<file path="config.mk">
export PLATFORM = sky130hd
export DESIGN_NAME = usffc_top
export DESIGN_NICKNAME = d
export VERILOG_FILES = /design/src/core/usffc_pkg.sv /design/src/core/usffc_top.sv
export VERILOG_INCLUDE_DIRS = /design/src /design/src/core
export SDC_FILE = /design/constraint.sdc
export NUM_CORES = 1
export LEC_CHECK = 0
export BUFFER_PORTS_ARGS = -buffer_cell sky130_fd_sc_hd__buf_2
export CORE_UTILIZATION = 51
export CTS_CLUSTER_SIZE = 16
export DETAILED_ROUTE_END_ITERATION = 10
export PLACE_DENSITY = 0.8
export SLEW_MARGIN = 10
export SYNTH_ARGS = -nofsm -noshare
export SYNTH_HDL_FRONTEND = slang
export SYNTH_SLANG_ARGS = --single-unit
</file>
<file path="constraint.sdc">
create_clock -name clock_in -period 2.6 [get_ports clock_in]
set_clock_uncertainty 0.2 [all_clocks]
set_input_delay 0.39 -clock clock_in [delete_from_list [all_inputs] [get_ports clock_in]]
set_output_delay 0.39 -clock clock_in [all_outputs]
set_load 0.05 [all_outputs]
</file>
<file path="src/core/usffc_cfg.svh">
// Register offsets, field positions and reset values of the serial flag block
`ifndef USFFC_CFG_SVH
`define USFFC_CFG_SVH
`define USFFC_OFF_LFC 8'h00
`define USFFC_OFF_CR2 8'h04
`define USFFC_OFF_CR3 8'h08
`define USFFC_OFF_ST1 8'h0c
`define USFFC_OFF_DATA 8'h10
`define USFFC_OFF_EVT 8'h14
`define USFFC_OFF_SYS 8'h18
// Line format control fields
`define USFFC_LFC_LOOP 7
`define USFFC_LFC_EN 6
`define USFFC_LFC_TX_POLARITY_INVERT 5
`define USFFC_LFC_LEN9 4
`define USFFC_LFC_WAKE 3
`define USFFC_LFC_IDLE_COUNT_START_SELECT 2
`define USFFC_LFC_PEN 1
`define USFFC_LFC_ODD 0
// Control two fields
`define USFFC_CR2_TXIE 7
`define USFFC_CR2_TCIE 6
`define USFFC_CR2_RXIE 5
`define USFFC_CR2_IDLE_IRQ_ENABLE 4
`define USFFC_CR2_TE 3
`define USFFC_CR2_RE 2
`define USFFC_CR2_STBY 1
// Status one fields
`define USFFC_ST_TXE 7
`define USFFC_ST_TC 6
`define USFFC_ST_RXF 5
`define USFFC_ST_IDLE 4
`define USFFC_ST_OR 3
`define USFFC_ST_NF 2
`define USFFC_ST_FE 1
`define USFFC_ST_PE 0
`define USFFC_ST_RESET 8'hc0
`define USFFC_IDLE_SHORT 4'd10
`define USFFC_IDLE_LONG 4'd11
`endif

</file>
<file path="src/core/usffc_pkg.sv">
// Types shared by the serial flag and format block
package usffc_pkg;
  typedef struct packed {
    logic valid;
    logic [8:0] data;
    logic noise;
    logic framing;
  } usffc_rxchar_type;
  typedef struct packed {
    logic tx_oe;
    logic tx_level;
    logic rx_ie;
  } usffc_pin_type;
  typedef enum logic [1:0] {
    USFFC_RD_IDLE = 2'b00,
    USFFC_RD_RESP = 2'b01
  } usffc_rd_state_type;
endpackage : usffc_pkg

</file>
<file path="src/core/usffc_top.sv">
// Flags, interrupt requests and line format control of the serial module
// Functional notes
// - Character into buffer sets receive-full; irq only with its enable
// - Ten or eleven idle ones set idle flag; irq with idle enable
// - Character before previous read sets overrun; old character kept
// - Overrun raises error irq only with overrun enable
// - Noise in any bit sets noise flag; error irq with enable
// - Zero at stop bit sets framing flag; error irq with enable
// - Parity mismatch sets parity flag; error irq with enable
// - Wait mode: module runs, registers blocked, enabled irq wakes
// - Stop mode halts module, registers kept; resumes afterwards
// - Break with permit clear: accesses leave flags untouched
// - Break with permit set: flags clear and stay cleared
// - Enabled module drives transmit pin as output
// - Enabled module treats receive pin as input
// - Loopback feeds transmitter to receiver; reset clears it
// - Enable bit runs module; clearing sets empty and done flags
// - Invert bit inverts every transmitted level
// - Length bit picks nine-bit or eight-bit characters
// - Wake select picks address mark or idle line; reset clears
// - Idle count starts after stop bit when set, else start bit
// - Parity enable generates and checks parity in top bit
// - Odd parity when set, even when clear
// - One start, one stop; ten or eleven bits per frame
// - Wake select set: address mark clears standby bit
`include "usffc_cfg.svh"
module usffc_top (
  // Clock and reset
  input wire logic clock_in,
  input wire logic srst_in,
  // AXI4-Lite slave
  input wire logic [7:0] s_axi_awaddr_in,
  input wire logic s_axi_awvalid_in,
  output logic s_axi_awready_out,
  input wire logic [31:0] s_axi_wdata_in,
  input wire logic [3:0] s_axi_wstrb_in,
  input wire logic s_axi_wvalid_in,
  output logic s_axi_wready_out,
  output logic [1:0] s_axi_bresp_out,
  output logic s_axi_bvalid_out,
  input wire logic s_axi_bready_in,
  input wire logic [7:0] s_axi_araddr_in,
  input wire logic s_axi_arvalid_in,
  output logic s_axi_arready_out,
  output logic [31:0] s_axi_rdata_out,
  output logic [1:0] s_axi_rresp_out,
  output logic s_axi_rvalid_out,
  input wire logic s_axi_rready_in,
  // Receiver and transmitter core side
  input wire usffc_pkg::usffc_rxchar_type rx_char_in,
  input wire logic rx_idle_bit_in,
  input wire logic tx_serial_in,
  input wire logic tx_load_in,
  input wire logic tx_busy_in,
  output logic rx_serial_out,
  output logic [1:0] char_bits_out,
  output logic odd_parity_out,
  output logic parity_enable_out,
  output logic baud_enable_out,
  // System state
  input wire logic wait_mode_in,
  input wire logic stop_mode_in,
  input wire logic break_state_in,
  input wire logic break_clear_permit_in,
  input wire logic tx_pin_direction_in,
  input wire logic rx_pin_direction_in,
  // Pins
  input wire logic serial_in_pin_in,
  output logic serial_out_pin_out,
  output logic serial_out_pin_oe_out,
  output logic serial_in_pin_oe_out,
  // Interrupt requests
  output logic rx_irq_out,
  output logic err_irq_out,
  output logic tx_irq_out,
  output logic wake_request_out
);
  import usffc_pkg::*;

  ////////////////////////////////////////////////////////////////////////
  logic [7:0] line_format_control_q;
  logic [7:0] control_reg_two_q;
  logic [7:0] control_reg_three_q;
  logic [7:0] status_reg_one_q;
  logic [7:0] data_buffer_q;
  logic bit8_q;
  logic st1_seen_q;
  logic [3:0] idle_cnt_q;
  logic idle_armed_q;
  logic [1:0] pin_sync_q;
  logic aw_hold_q, w_hold_q;
  logic [7:0] aw_addr_q;
  logic [31:0] w_data_q;
  logic [3:0] w_strb_q;
  usffc_rd_state_type rd_state_q;
  logic wake_event;

  function automatic logic par_of(input logic [8:0] d, input logic len9);
    par_of = len9 ? ^d[7:0] : ^d[6:0];
  endfunction : par_of

  ////////////////////////////////////////////////////////////////////////
  // Format decode
  wire en = line_format_control_q[`USFFC_LFC_EN];
  wire len9 = line_format_control_q[`USFFC_LFC_LEN9];
  wire parity_enable = line_format_control_q[`USFFC_LFC_PEN];
  wire odd = line_format_control_q[`USFFC_LFC_ODD];
  wire loop = line_format_control_q[`USFFC_LFC_LOOP];
  wire wake_addr = line_format_control_q[`USFFC_LFC_WAKE];
  wire active = en && !stop_mode_in;
  wire standby = control_reg_two_q[`USFFC_CR2_STBY];
  assign char_bits_out = len9 ? 2'd1 : 2'd0;
  assign odd_parity_out = odd;
  assign parity_enable_out = parity_enable;
  assign baud_enable_out = active;

  ////////////////////////////////////////////////////////////////////////
  // Pins
  wire tx_lvl = tx_serial_in ^ line_format_control_q[`USFFC_LFC_TX_POLARITY_INVERT];
  assign serial_out_pin_out = en ? tx_lvl : 1'b1;
  assign serial_out_pin_oe_out = en | tx_pin_direction_in;
  assign serial_in_pin_oe_out = en ? 1'b0 : rx_pin_direction_in;
  wire loop_ok = loop && control_reg_two_q[`USFFC_CR2_TE]
                 && control_reg_two_q[`USFFC_CR2_RE];
  assign rx_serial_out = loop_ok ? tx_serial_in : pin_sync_q[1];

  always_ff @(posedge clock_in) begin
    if (srst_in)
      pin_sync_q <= 2'b11;
    else
      pin_sync_q <= {pin_sync_q[0], serial_in_pin_in};
  end

  ////////////////////////////////////////////////////////////////////////
  // Bus slave: write taken when both halves are held or presented, read in two states
  wire wr_go = (aw_hold_q || s_axi_awvalid_in) && (w_hold_q || s_axi_wvalid_in)
               && !s_axi_bvalid_out;
  wire [7:0] wa = aw_hold_q ? aw_addr_q : s_axi_awaddr_in;
  wire [31:0] wd = w_hold_q ? w_data_q : s_axi_wdata_in;
  wire [3:0] ws = w_hold_q ? w_strb_q : s_axi_wstrb_in;
  wire bus_ok = !wait_mode_in;
  wire wr_b0 = wr_go && ws[0] && bus_ok;
  wire rd_go = s_axi_arvalid_in && rd_state_q == USFFC_RD_IDLE;
  wire rd_ok = rd_go && bus_ok;
  wire may_clear = !break_state_in || break_clear_permit_in;
  wire wr_lfc = wr_b0 && wa == `USFFC_OFF_LFC;
  wire wr_cr2 = wr_b0 && wa == `USFFC_OFF_CR2 && en;
  wire wr_cr3 = wr_b0 && wa == `USFFC_OFF_CR3;
  wire wr_data = wr_b0 && wa == `USFFC_OFF_DATA;
  wire rd_st1 = rd_ok && s_axi_araddr_in == `USFFC_OFF_ST1;
  wire rd_data = rd_ok && s_axi_araddr_in == `USFFC_OFF_DATA;
  wire wr_known = wa <= `USFFC_OFF_SYS && wa[1:0] == 2'b00;
  wire rd_known = s_axi_araddr_in <= `USFFC_OFF_SYS
                  && s_axi_araddr_in[1:0] == 2'b00;
  // Two-step clear: status read arms, data access completes
  wire clr_rx = rd_data && st1_seen_q && may_clear;
  wire clr_tx = wr_data && st1_seen_q && may_clear;

  assign s_axi_awready_out = !aw_hold_q && !s_axi_bvalid_out;
  assign s_axi_wready_out = !w_hold_q && !s_axi_bvalid_out;
  assign s_axi_arready_out = rd_state_q == USFFC_RD_IDLE;
  assign s_axi_rvalid_out = rd_state_q == USFFC_RD_RESP;

  always_ff @(posedge clock_in) begin
    if (srst_in) begin
      aw_hold_q <= 1'b0;
      w_hold_q <= 1'b0;
      aw_addr_q <= 8'h00;
      w_data_q <= 32'h0;
      w_strb_q <= 4'h0;
      s_axi_bvalid_out <= 1'b0;
      s_axi_bresp_out <= 2'b00;
    end else begin
      if (s_axi_awvalid_in && s_axi_awready_out) begin
        aw_hold_q <= 1'b1;
        aw_addr_q <= s_axi_awaddr_in;
      end
      if (s_axi_wvalid_in && s_axi_wready_out) begin
        w_hold_q <= 1'b1;
        w_data_q <= s_axi_wdata_in;
        w_strb_q <= s_axi_wstrb_in;
      end
      if (wr_go) begin
        aw_hold_q <= 1'b0;
        w_hold_q <= 1'b0;
        s_axi_bvalid_out <= 1'b1;
        s_axi_bresp_out <= (wr_known && bus_ok) ? 2'b00 : 2'b10;
      end else if (s_axi_bready_in)
        s_axi_bvalid_out <= 1'b0;
    end
  end

  wire [7:0] rd_mux =
    s_axi_araddr_in == `USFFC_OFF_LFC ? line_format_control_q :
    s_axi_araddr_in == `USFFC_OFF_CR2 ? control_reg_two_q :
    s_axi_araddr_in == `USFFC_OFF_CR3 ? {bit8_q, control_reg_three_q[6:0]} :
    s_axi_araddr_in == `USFFC_OFF_ST1 ? status_reg_one_q :
    s_axi_araddr_in == `USFFC_OFF_DATA ? data_buffer_q :
    s_axi_araddr_in == `USFFC_OFF_SYS ?
      {4'h0, stop_mode_in, wait_mode_in, break_state_in,
       break_clear_permit_in} : 8'h00;

  always_ff @(posedge clock_in) begin
    if (srst_in) begin
      rd_state_q <= USFFC_RD_IDLE;
      s_axi_rdata_out <= 32'h0;
      s_axi_rresp_out <= 2'b00;
    end else if (rd_go) begin
      rd_state_q <= USFFC_RD_RESP;
      // Registers stay hidden from the bus in wait mode
      s_axi_rdata_out <= bus_ok ? {24'h0, rd_mux} : 32'h0;
      s_axi_rresp_out <= (rd_known && bus_ok) ? 2'b00 : 2'b10;
    end else if (s_axi_rready_in)
      rd_state_q <= USFFC_RD_IDLE;
  end

  ////////////////////////////////////////////////////////////////////////
  // Control registers, all cleared by reset
  always_ff @(posedge clock_in) begin
    if (srst_in) begin
      line_format_control_q <= 8'h00;
      control_reg_two_q <= 8'h00;
      control_reg_three_q <= 8'h00;
    end else begin
      if (wr_lfc)
        line_format_control_q <= wd[7:0];
      if (wr_cr2)
        control_reg_two_q <= wd[7:0];
      else if (standby && wake_event)
        control_reg_two_q[`USFFC_CR2_STBY] <= 1'b0;
      if (wr_cr3)
        control_reg_three_q <= {1'b0, wd[6:0]};
    end
  end

  ////////////////////////////////////////////////////////////////////////
  // Receive character and idle detection
  wire rx_take = rx_char_in.valid && active
                 && control_reg_two_q[`USFFC_CR2_RE];
  wire addr_mark = len9 ? rx_char_in.data[8] : rx_char_in.data[7];
  wire char_ok = !standby || (wake_addr && addr_mark);
  wire rx_new = rx_take && char_ok;
  wire rx_full = status_reg_one_q[`USFFC_ST_RXF];
  wire ovr = rx_new && rx_full;
  wire par_bad = parity_enable && (par_of(rx_char_in.data, len9)
                 ^ (len9 ? rx_char_in.data[8] : rx_char_in.data[7])
                 ^ odd) == 1'b1;
  wire [3:0] idle_need = len9 ? `USFFC_IDLE_LONG : `USFFC_IDLE_SHORT;
  wire idle_hit = idle_armed_q && active && rx_idle_bit_in
                  && idle_cnt_q == idle_need - 4'd1;
  assign wake_event = (wake_addr && rx_take && addr_mark)
                      || (!wake_addr && idle_hit);
  wire idle_set = idle_hit && !(standby && !wake_addr);

  // Counting restarts on a frame; IDLE_COUNT_START_SELECT chooses whether frame bits count
  always_ff @(posedge clock_in) begin
    if (srst_in) begin
      idle_cnt_q <= 4'd0;
      idle_armed_q <= 1'b0;
    end else if (!active)
      idle_cnt_q <= 4'd0;
    else if (rx_char_in.valid) begin
      idle_cnt_q <= line_format_control_q[`USFFC_LFC_IDLE_COUNT_START_SELECT] ? 4'd0
                    : (rx_char_in.data[7] ? 4'd1 : 4'd0);
      idle_armed_q <= 1'b1;
    end else if (rx_idle_bit_in) begin
      if (idle_hit) begin
        idle_cnt_q <= 4'd0;
        idle_armed_q <= 1'b0;
      end else if (idle_cnt_q != 4'hf)
        idle_cnt_q <= idle_cnt_q + 4'd1;
    end
  end

  // Old character kept on overrun
  always_ff @(posedge clock_in) begin
    if (srst_in) begin
      data_buffer_q <= 8'h00;
      bit8_q <= 1'b0;
    end else if (rx_new && !rx_full) begin
      data_buffer_q <= rx_char_in.data[7:0];
      bit8_q <= len9 ? rx_char_in.data[8] : rx_char_in.data[7];
    end
  end

  ////////////////////////////////////////////////////////////////////////
  // Status flags: set wins over clear
  logic [7:0] st_set, st_clr;
  wire tx_empty_set = !en || tx_load_in || (wr_cr2 && wd[`USFFC_CR2_TE]
                      && !control_reg_two_q[`USFFC_CR2_TE]);
  assign st_set = {tx_empty_set,
                   !en || (status_reg_one_q[`USFFC_ST_TXE] && !tx_busy_in),
                   rx_new && !rx_full, idle_set, ovr,
                   rx_new && !rx_full && rx_char_in.noise,
                   rx_new && !rx_full && rx_char_in.framing,
                   rx_new && !rx_full && par_bad};
  assign st_clr = {clr_tx, en && tx_busy_in, clr_rx, clr_rx,
                   clr_rx, clr_rx, clr_rx, clr_rx};

  always_ff @(posedge clock_in) begin
    if (srst_in) begin
      status_reg_one_q <= `USFFC_ST_RESET;
      st1_seen_q <= 1'b0;
    end else begin
      status_reg_one_q <= st_set | (status_reg_one_q & ~st_clr);
      if (rd_st1 && may_clear)
        st1_seen_q <= 1'b1;
      else if ((clr_rx || clr_tx))
        st1_seen_q <= 1'b0;
    end
  end

  ////////////////////////////////////////////////////////////////////////
  // Interrupt requests
  wire [3:0] err_en = control_reg_three_q[3:0];
  assign rx_irq_out = !standby && (
      (status_reg_one_q[`USFFC_ST_RXF] && control_reg_two_q[`USFFC_CR2_RXIE])
   || (status_reg_one_q[`USFFC_ST_IDLE]
       && control_reg_two_q[`USFFC_CR2_IDLE_IRQ_ENABLE]));
  assign err_irq_out = |(status_reg_one_q[3:0] & err_en);
  assign tx_irq_out = en && (
      (status_reg_one_q[`USFFC_ST_TXE] && control_reg_two_q[`USFFC_CR2_TXIE])
   || (status_reg_one_q[`USFFC_ST_TC]
       && control_reg_two_q[`USFFC_CR2_TCIE]));
  assign wake_request_out = rx_irq_out | err_irq_out | tx_irq_out;
endmodule : usffc_top

</file>
Yosys cells after proc, flatten, opt, wreduce, memory -nomap -nowiden
Index checks and enable logic that the tools add are counted.

storage, ports and cells
  register bits after elaboration = 105
  bits of input ports = 82
  output and inout port bits = 54
  word-level logic and storage cells = 183

operators by class
  add/subtract/negate cells = 2
  order comparisons = 2
  equal/unequal tests = 10
  mux-type cells = 36
  bitwise gates (word level) = 11
  reductions and logical operators = 101

operators with widths
  cell                 number
  $mux 8               8
  $logic_and 1x1->1    58
  $eq 8x4->1 const B   3
  $eq 8x5->1 const B   3
  $mux 1               21
  $mux 4               5
  $eq 8x3->1 const B   2
  $le 8x5->1 const B   2
  $logic_not 8->1      2
  $logic_not 1->1      13
  $reduce_bool 2->1    6
  $logic_or 1x1->1     11
  $and 8x8->8          1
  $not 8->8            1
  $or 8x8->8           1
  $reduce_xor 8->1     1
  $reduce_xor 7->1     1
  $logic_not 2->1      3
  $add 4x1->4 const B  1
  $and 4x4->4          1
  $eq 4x4->1           1
  $mux 2               2
  $ne 4x4->1 const B   1
  $reduce_or 2->1      2
  other kinds (8)      12

Depth between registers and ports, before layout
Gate-level depths: netlist of run 1.

  depth after elaboration = 11
  depth in mapped cells = 8
  gate-level depth less buffers = 6

Worst setup path before layout of run 1
No wires, ideal clock.

  kind = register to register
  from = register s_axi_bvalid_out
  to = register status_reg_one_q[7]
  library setup time = 122 ps
  arrival = 2028 ps
  required time = 2278 ps
  path slack = 250 ps
  cell stages (with the launch flop) = 6
  path buffers = 1
  period minus slack after synthesis = 2350 ps
  cells stage by stage = dfxtp_1 or3_1 buf_6 nor4_4 nand4_1 a221o_1

on the way
  longest elaborated chain between the ends = 10
  elaborated cells on any way between the ends = 15
  those cells by class = bitwise: 3; reduce/logical: 12

ends and longest elaborated chain
  item                                                    RTL line                            source
  start, declared                                         usffc_top.sv:40                     output logic s_axi_bvalid_out,
  start signal, assigned                                  usffc_top.sv:171                    s_axi_bvalid_out <= 1'b0;
  start signal, assigned                                  usffc_top.sv:186                    s_axi_bvalid_out <= 1'b1;
  start signal, assigned                                  usffc_top.sv:189                    s_axi_bvalid_out <= 1'b0;
  $logic_not 1->1 (*)                                     usffc_top.sv:137                    && !s_axi_bvalid_out;
  $logic_and 1x1->1 (*)                                   usffc_top.sv:137
  $logic_and 1x1->1 (*) (2 in series)                     usffc_top.sv:142                    wire wr_b0 = wr_go && ws[0] && bus_ok;
  $logic_and 1x1->1 (no line)                             --
  $logic_and 1x1->1, on equally long branches             usffc_top.sv:157, usffc_top.sv:147
  $logic_and 1x1->1, on equally long branches             usffc_top.sv:157, usffc_top.sv:289
  $not 8->8 / $logic_and 1x1->1 (equally long branches)   usffc_top.sv:305, usffc_top.sv:289
  $and 8x8->8 / $logic_or 1x1->1 (equally long branches)  usffc_top.sv:305, usffc_top.sv:289
  $or 8x8->8 (*)                                          usffc_top.sv:305                    status_reg_one_q <= st_set | (status_reg_one_q & ~st_clr);
  end signal, assigned                                    usffc_top.sv:302                    status_reg_one_q <= `USFFC_ST_RESET;
  end signal, assigned                                    usffc_top.sv:305
  end, declared                                           usffc_top.sv:84                     logic [7:0] status_reg_one_q;

Mark *: on every way between the ends. The rest lies on a longest branch, timed or not.
A chain may end at the register's enable or synchronous reset.

Worst setup path after layout of run 1
  from = register aw_hold_q
  to = register control_reg_three_q[2]

on the way
  longest elaborated chain between the ends = 6
  elaborated cells on any way between the ends = 8
  those cells by class = eq/ne: 1; mux: 1; reduce/logical: 6

ends and longest elaborated chain
  item                                                            RTL line          source
  start, declared                                                 usffc_top.sv:91   logic aw_hold_q, w_hold_q;
  start signal, assigned                                          usffc_top.sv:166  aw_hold_q <= 1'b0;
  start signal, assigned                                          usffc_top.sv:175  aw_hold_q <= 1'b1;
  start signal, assigned                                          usffc_top.sv:184  aw_hold_q <= 1'b0;
  parallel branches: the longest is 5 deep, another holds $mux 8  --
  $logic_and 1x1->1 (no line) (*)                                 --
  end signal, assigned                                            usffc_top.sv:232  control_reg_three_q <= {1'b0, wd[6:0]};
  end, declared                                                   usffc_top.sv:83   logic [7:0] control_reg_three_q;

Mark *: on every way between the ends.

==> results.py, run 1 <==
metrics = {
    "timing": {
        "min_period_ns": 2.415,
        "drv_slew": 0,
        "finalCritPeriodShare": 0.9288,
        "finalHoldViolations": 0,
        "setup_violations": 0,
        "max_freq_mhz": 414.1,
        "grt_setup_unrepaired": "false",
        "finalSetupTns_ns": 0,
        "tightest_slew_ns": 0.7839,
        "relSlewSlack": 0.4739,
        "timing.hold.ws_ns": 0.01899,
    },
    "layout": {
        "fin_util": 0.6085,
        "area_growth_pct": 14.51,
        "fin_nets": 663,
        "fillerInstances": 718,
        "seqCellArea_sq_um": 1582,
        "layout-drive-gt1-share": 0.2239,
        "diodes": 0,
        "multi_input_area_sq_um": 2302,
    },
    "grt": {
        "grt_antenna_before_repair": 0,
        "grt_remaining_overflow": 0,
        "grt_util_met3": 0.05141,
        "top_usage_layer": "met2",
        "grt_pass1_wl_mm": 17.26,
        "grt_use_met1": 0.3236,
        "met2_usage": 0.4297,
        "grt_pass1_vias": 3616,
        "track_usage": 0.2554,
        "grt_max_degree": 29,
    },
    "synth": {
        "synth_top_cell_by_area": "dfxtp_1",
        "postSynthCellCount": 498,
        "ys_types": 55,
        "synthTopCellsByArea": "dfxtp_1 (38%), a21oi_1 (6.2%), nand2_1 (5.2%)",
        "synth_edf_count": 0,
        "synth_top_family_by_area": "simple AND/OR/NAND/NOR gates",
        "seq_area_frac_synth": 0.3812,
        "yosys.area.top_type_share": 0.3812,
        "synth_area_per_cell_sq_um": 8.331,
        "ys_ff_latch": 79,
        "muxShareOfSynthArea": 0.05006,
        "synth_xor_area_frac": 0.02533,
        "synth-adder-area-share": 0.003016,
        "synth_ff_type": "dfxtp_1",
        "netlist_area_sq_um": 4149,
        "yosysWarnings": 0,
        "synthSimpleGateAreaFrac": 0.2416,
        "synth_compound_gate_area_share": 0.2105,
        "async_reset_ff_frac": 0,
    },
    "routing": {
        "vias_per_cell": 5.502,
        "postRouteWirelength_mm": 10.47,
        "first_iter_violations": 154,
        "drtAntennaViolNets": 0,
        "firstDrtPassIters": 5,
        "detail_route.wl_per_cell_um": 15.24,
        "via_count": 3780,
        "drcViolationCount": 0,
    },
    "clock_tree": {
        "cts_root_buf": "clkbuf_8",
        "postCtsHoldBufs": 0,
        "cts_buffer_depth": 2,
        "clk_latency_ns": 0.36,
        "cts_setup_buffers": 0,
        "clkTransAtPathRegs_ns": 0.09,
        "clock-sinks": 79,
        "tritoncts": "done",
        "h-tree-depth": 3,
        "ctsResizeCount": 0,
        "cts_buffers": 9,
    },
    "floorplan": {
        "io_pins": 136,
        "die_area_sq_um": 8500,
        "start_util": 0.5314,
        "coreArea_sq_um": 7807,
        "die_width_um": 92.20,
        "rows": 32,
        "die_height_um": 92.20,
    },
    "power_and_ir_drop": {
        "power_density_nw_per_um2": 543.2,
        "p_total_mw": 2.580,
        "ir_worst_vdd_mv": 0.3619,
        "p_leak_nw": 1.883,
    },
    "place": {
        "post-dp-hpwl_mm": 8.023,
        "io_buffers": 81,
        "place.gp.congestion": 0.8654,
    },
    "critical_path": {
        "end_kind": "flop",
        "setup.worst_path.start_class": "flop",
        "crit_fanout": 14,
        "required_ns": 2.66,
        "critical_path_class": "flop to flop",
        "critPathArrivalTime_ns": 2.47,
    },
    "hold_path": {
        "hold_path_class": "input port to flop",
    },
    "status": {
        "status": "finished, final reports clean",
    },
    "run": {
        "maxCapViolCount": 0,
    },
}
-- worst max-delay path, cell delays in order, from the launching register on --
cell      delay, ns
dfxtp_1        0.49
nor2_1         0.10
or3_1          0.46
buf_4          0.22
nor4_4         0.28
buf_4          0.24
a21oi_1        0.08
a211oi_1       0.23
-- routing by layer --
| metal | up-vias | share of wire |
|---|---|---|
| li1 | 1885 | - |
| met1 | 1732 | 0.44 |
| met2 | 144 | 0.48 |
| met3 | 19 | 0.056 |
| met4 | 0 | 0.022 |
| met5 | - | 0 |
-- sequential cells by signal, summed over array words and instances (netlist names), 7 cells and up --
signal,cells
data_buffer_q,8
control_reg_three_q,7
w_data_q,8
s_axi_rdata_out,8
control_reg_two_q,8
aw_addr_q,8
status_reg_one_q,8
line_format_control_q,8
-- through the flow --
| stage | cells | area [sq um] | setup slack [ns] |
|---|---|---|---|
| global route | 687 | 4751 | 0.03170 |
| floorplan | 524 | 4247 | 0.2500 |
| detailed placement | 671 | 4571 | 0.1071 |
| global placement | 671 | 4571 | 0.1408 |
| CTS | 687 | 4751 | 0.1864 |
| finish | 687 | 4751 | 0.1851 |
-- layout by cell type (no fill, tap or decap), types with 4 or more instances in the layout --
cell type    n
nand2_1     57
nand3b_1     5
nor3_1      15
dfxtp_1     79
a22oi_1     13
mux2i_1     14
xnor2_1      9
clkbuf_8     9
o211ai_1     4
nand2b_1    13
or3_1        7
and2_1       4
clkinvlp_4   4
buf_4       16
nor2_1      37
inv_1        9
o21a_1      13
buf_2       81
a211oi_1    17
nand3_1      6
o21ai_0     17
a311oi_1     4
a21oi_1     51
or2_2        4
mux2_2       5
nor2b_1     15
conb_1      27
-- power by group --
part / internal (mW) / switching (mW)
registers: 1.24 / 0.0248
logic: 0.140 / 0.344
clock network: 0.354 / 0.477
total: 1.73 / 0.846
-- final cells by class --
cell class / instances / area share
multi-input combinational: 384 / 0.4846
sequential: 79 / 0.3329
timing repair buffer: 97 / 0.1106
tap: 102 / 0.02686
clock buffer: 9 / 0.02607
clock inverter: 7 / 0.01185
inverter: 9 / 0.007111
-- cell usage after synthesis, types with 2 or more instances --
master / instances
dfxtp_1: 79
nand2_1: 57
a21oi_1: 51
nor2_1: 37
buf_4: 28
a211oi_1: 17
o21ai_0: 17
nor2b_1: 15
nor3_1: 15
clkbuf_1: 14
mux2i_1: 14
a22oi_1: 13
nand2b_1: 13
o21a_1: 13
inv_1: 9
xnor2_1: 9
or3_1: 7
nand3_1: 6
buf_2: 5
mux2_2: 5
nand3b_1: 5
a311oi_1: 4
and2_1: 4
o211ai_1: 4
or2_2: 4
a31oi_1: 3
buf_6: 3
nand4_1: 3
nor3b_1: 3
nor4_1: 3
o31ai_1: 3
xor2_1: 3
a21o_1: 2
a2bb2oi_1: 2
a31o_2: 2
a32oi_1: 2
and3_1: 2
and3b_1: 2
buf_1: 2
nor4_4: 2
nor4b_4: 2
-- kinds of logic (layout without fill, tap and decap cells) --
group	Yosys count	after routing
and+or+nand+nor	186	186
muxes	20	20
adders and majority gates	1	1
DFF	79	79
other	1	27
xor gates and xnor gates	12	12
buffers and inverters	61	122
AOI/OAI and AO/OA	138	138
-- path summary, 6_finish.rpt --
path	from	to	slack (ns)	cells after the start
setup / recovery	aw_hold_q	control_reg_three_q[2]	0.19	7
hold / removal	serial_in_pin_in	pin_sync_q[0]	0.02	2
setup reg to reg	aw_hold_q	control_reg_three_q[2]	0.19	7
hold reg to reg	pin_sync_q[0]	pin_sync_q[1]	0.22	1
Note: power is estimated with default switching activity, not from simulation.
==> inputs of run 2 (changes only) <==
clock period = 2.55 ns   (was 2.6 ns; I/O delays follow)
==> run 2 against run 1 <==
Net effect:
- sequential share of layout area decreased by 0.59 points
- first-iteration DRC count is 25% higher
- global-route usage down 0.25 points
- critical path type unchanged
- largest power group unchanged
==> results.py, run 2 (same netlist as run 1, synthesis figures left out) <==
metrics = {
    "critical_path": {
        "path_delay_family": "simple AND/OR/NAND/NOR gates",
        "critPathBufInv": 1,
        "end_kind": "flop",
        "cp_slowest_stage_delay_ns": 0.45,
        "slowest_stage": "or3b_2",
        "setup.worst_path.start_class": "flop",
        "critPathArrivalTime_ns": 2.44,
        "worstPathCellList": "buf_4 > or3b_2 > a211oi_1 > nor4b_4 > mux2_2 > nor2_1",
        "crit_fanout": 9,
        "required_ns": 2.63,
        "critical_path_class": "flop to flop",
    },
    "layout": {
        "fin_cells": 690,
        "fin_util": 0.6196,
        "area_growth_pct": 16.59,
        "layout-drive-gt1-share": 0.2279,
        "diodes": 0,
        "layout_common_cells": "buf_2 (81), dfxtp_1 (79), nand2_1 (57), a21oi_1 (51), nor2_1 (37)",
        "fin_area_sq_um": 4837,
        "fin_nets": 666,
        "final_common_cell": "buf_2",
        "fillerInstances": 700,
    },
    "clock_tree": {
        "cts_buffer_depth": 2,
        "h-tree-depth": 3,
        "tritoncts": "done",
        "postCtsHoldBufs": 0,
        "clkTransAtPathRegs_ns": 0.08,
        "cts_buffers": 9,
        "clk_latency_ns": 0.34,
        "cts_setup_buffers": 0,
        "clock-sinks": 79,
        "cts_root_buf": "clkbuf_8",
        "ctsResizeCount": 0,
    },
    "grt": {
        "track_usage": 0.2529,
        "grt_pass1_vias": 3559,
        "grt_antenna_before_repair": 0,
        "grt_max_degree": 59,
        "grt_pass1_wl_mm": 17.02,
        "grt_remaining_overflow": 0,
    },
    "timing": {
        "tightest_slew_ns": 0.7721,
        "finalSetupTns_ns": 0,
        "drv_slew": 0,
        "grt_setup_unrepaired": "false",
        "relSlewSlack": 0.4834,
        "max_freq_mhz": 423.5,
        "finalHoldViolations": 0,
        "setup_violations": 0,
        "finalCritPeriodShare": 0.9261,
        "min_period_ns": 2.361,
    },
    "floorplan": {
        "die_area_sq_um": 8500,
        "rows": 32,
        "start_util": 0.5314,
        "die_width_um": 92.20,
        "coreArea_sq_um": 7807,
        "die_height_um": 92.20,
        "io_pins": 136,
    },
    "routing": {
        "detail_route.wl_per_cell_um": 15.03,
        "dr_wl_met3_um": 514,
        "firstDrtPassIters": 4,
        "route.met2.wl_mm": 4.957,
        "vias_per_cell": 5.480,
        "drcViolationCount": 0,
        "drtAntennaViolNets": 0,
        "via_count": 3781,
        "postRouteWirelength_mm": 10.37,
        "wl_met1_mm": 4.638,
        "top_layer": "met4",
        "first_iter_violations": 193,
    },
    "power_and_ir_drop": {
        "p_leak_nw": 1.936,
        "p_clk_frac": 0.373,
        "power_switching_uw": 838.0,
        "internal-power_mw": 2.016,
        "power_frac_seq": 0.452,
        "switching_share": 0.2936,
        "power_density_nw_per_um2": 590.1,
        "ir_worst_vdd_mv": 0.3316,
        "comb_power_share": 0.175,
    },
    "place": {
        "dpl.cell_count": 674,
        "post-dp-hpwl_mm": 7.814,
        "place_area_sq_um": 4606,
        "place.gp.congestion": 0.8387,
        "io_buffers": 81,
    },
    "run": {
        "maxCapViolCount": 0,
    },
    "hold_path": {
        "hold_path_class": "input port to flop",
    },
    "status": {
        "status": "finished, final reports clean",
    },
}
run 2: layout make-up:
class | instances | area [sq um] | share of cell area
inverter | 9 | 33.78 | 0.006984
timing repair buffer | 100 | 560.5 | 0.1159
clock inverter | 5 | 80.08 | 0.01655
tap | 102 | 127.6 | 0.02638
sequential | 79 | 1582 | 0.3270
clock buffer | 11 | 151.4 | 0.03130
multi-input combinational | 384 | 2302 | 0.4759
run 2: stage by stage:
stage          hold slack [ns]  power [mW]  setup WS (ns)
2_1_floorplan           0.1895       1.712         0.2000
6_report               0.02328       2.854         0.1885
3_3_place_gp            0.1903       1.804         0.1190
5_1_grt                0.03189       2.971        0.04280
3_5_place_dp            0.1955       1.814        0.05832
4_1_cts                0.01567       2.860         0.1777
run 2: worst paths after layout:
| kind | to | depth (start not counted) | from | slack [ns] |
|---|---|---|---|---|
| worst max register to register | control_reg_two_q[1] | 6 | aw_hold_q | 0.19 |
| worst min-delay path | pin_sync_q[0] | 2 | serial_in_pin_in | 0.02 |
| worst max-delay path | control_reg_two_q[1] | 6 | aw_hold_q | 0.19 |
| worst min register to register | pin_sync_q[1] | 1 | pin_sync_q[0] | 0.21 |
run 2: power by group through the flow:
stage | Sequential [mW] | Clock (mW) | Combinational (mW)
final | 1.29 | 1.07 | 0.500
after global routing | 1.29 | 1.13 | 0.545
after CTS | 1.29 | 1.07 | 0.499
after detailed placement | 1.32 | 0 | 0.496
after global placement | 1.32 | 0 | 0.488
after floorplan | 1.33 | 0 | 0.381
run 2: metal layers:
layer | track usage | vias to the layer above
met3 | 0.03068 | 22
met5 | 0 | -
li1 | - | 1878
met2 | 0.4210 | 143
met1 | 0.3333 | 1738
met4 | 0.09766 | 0
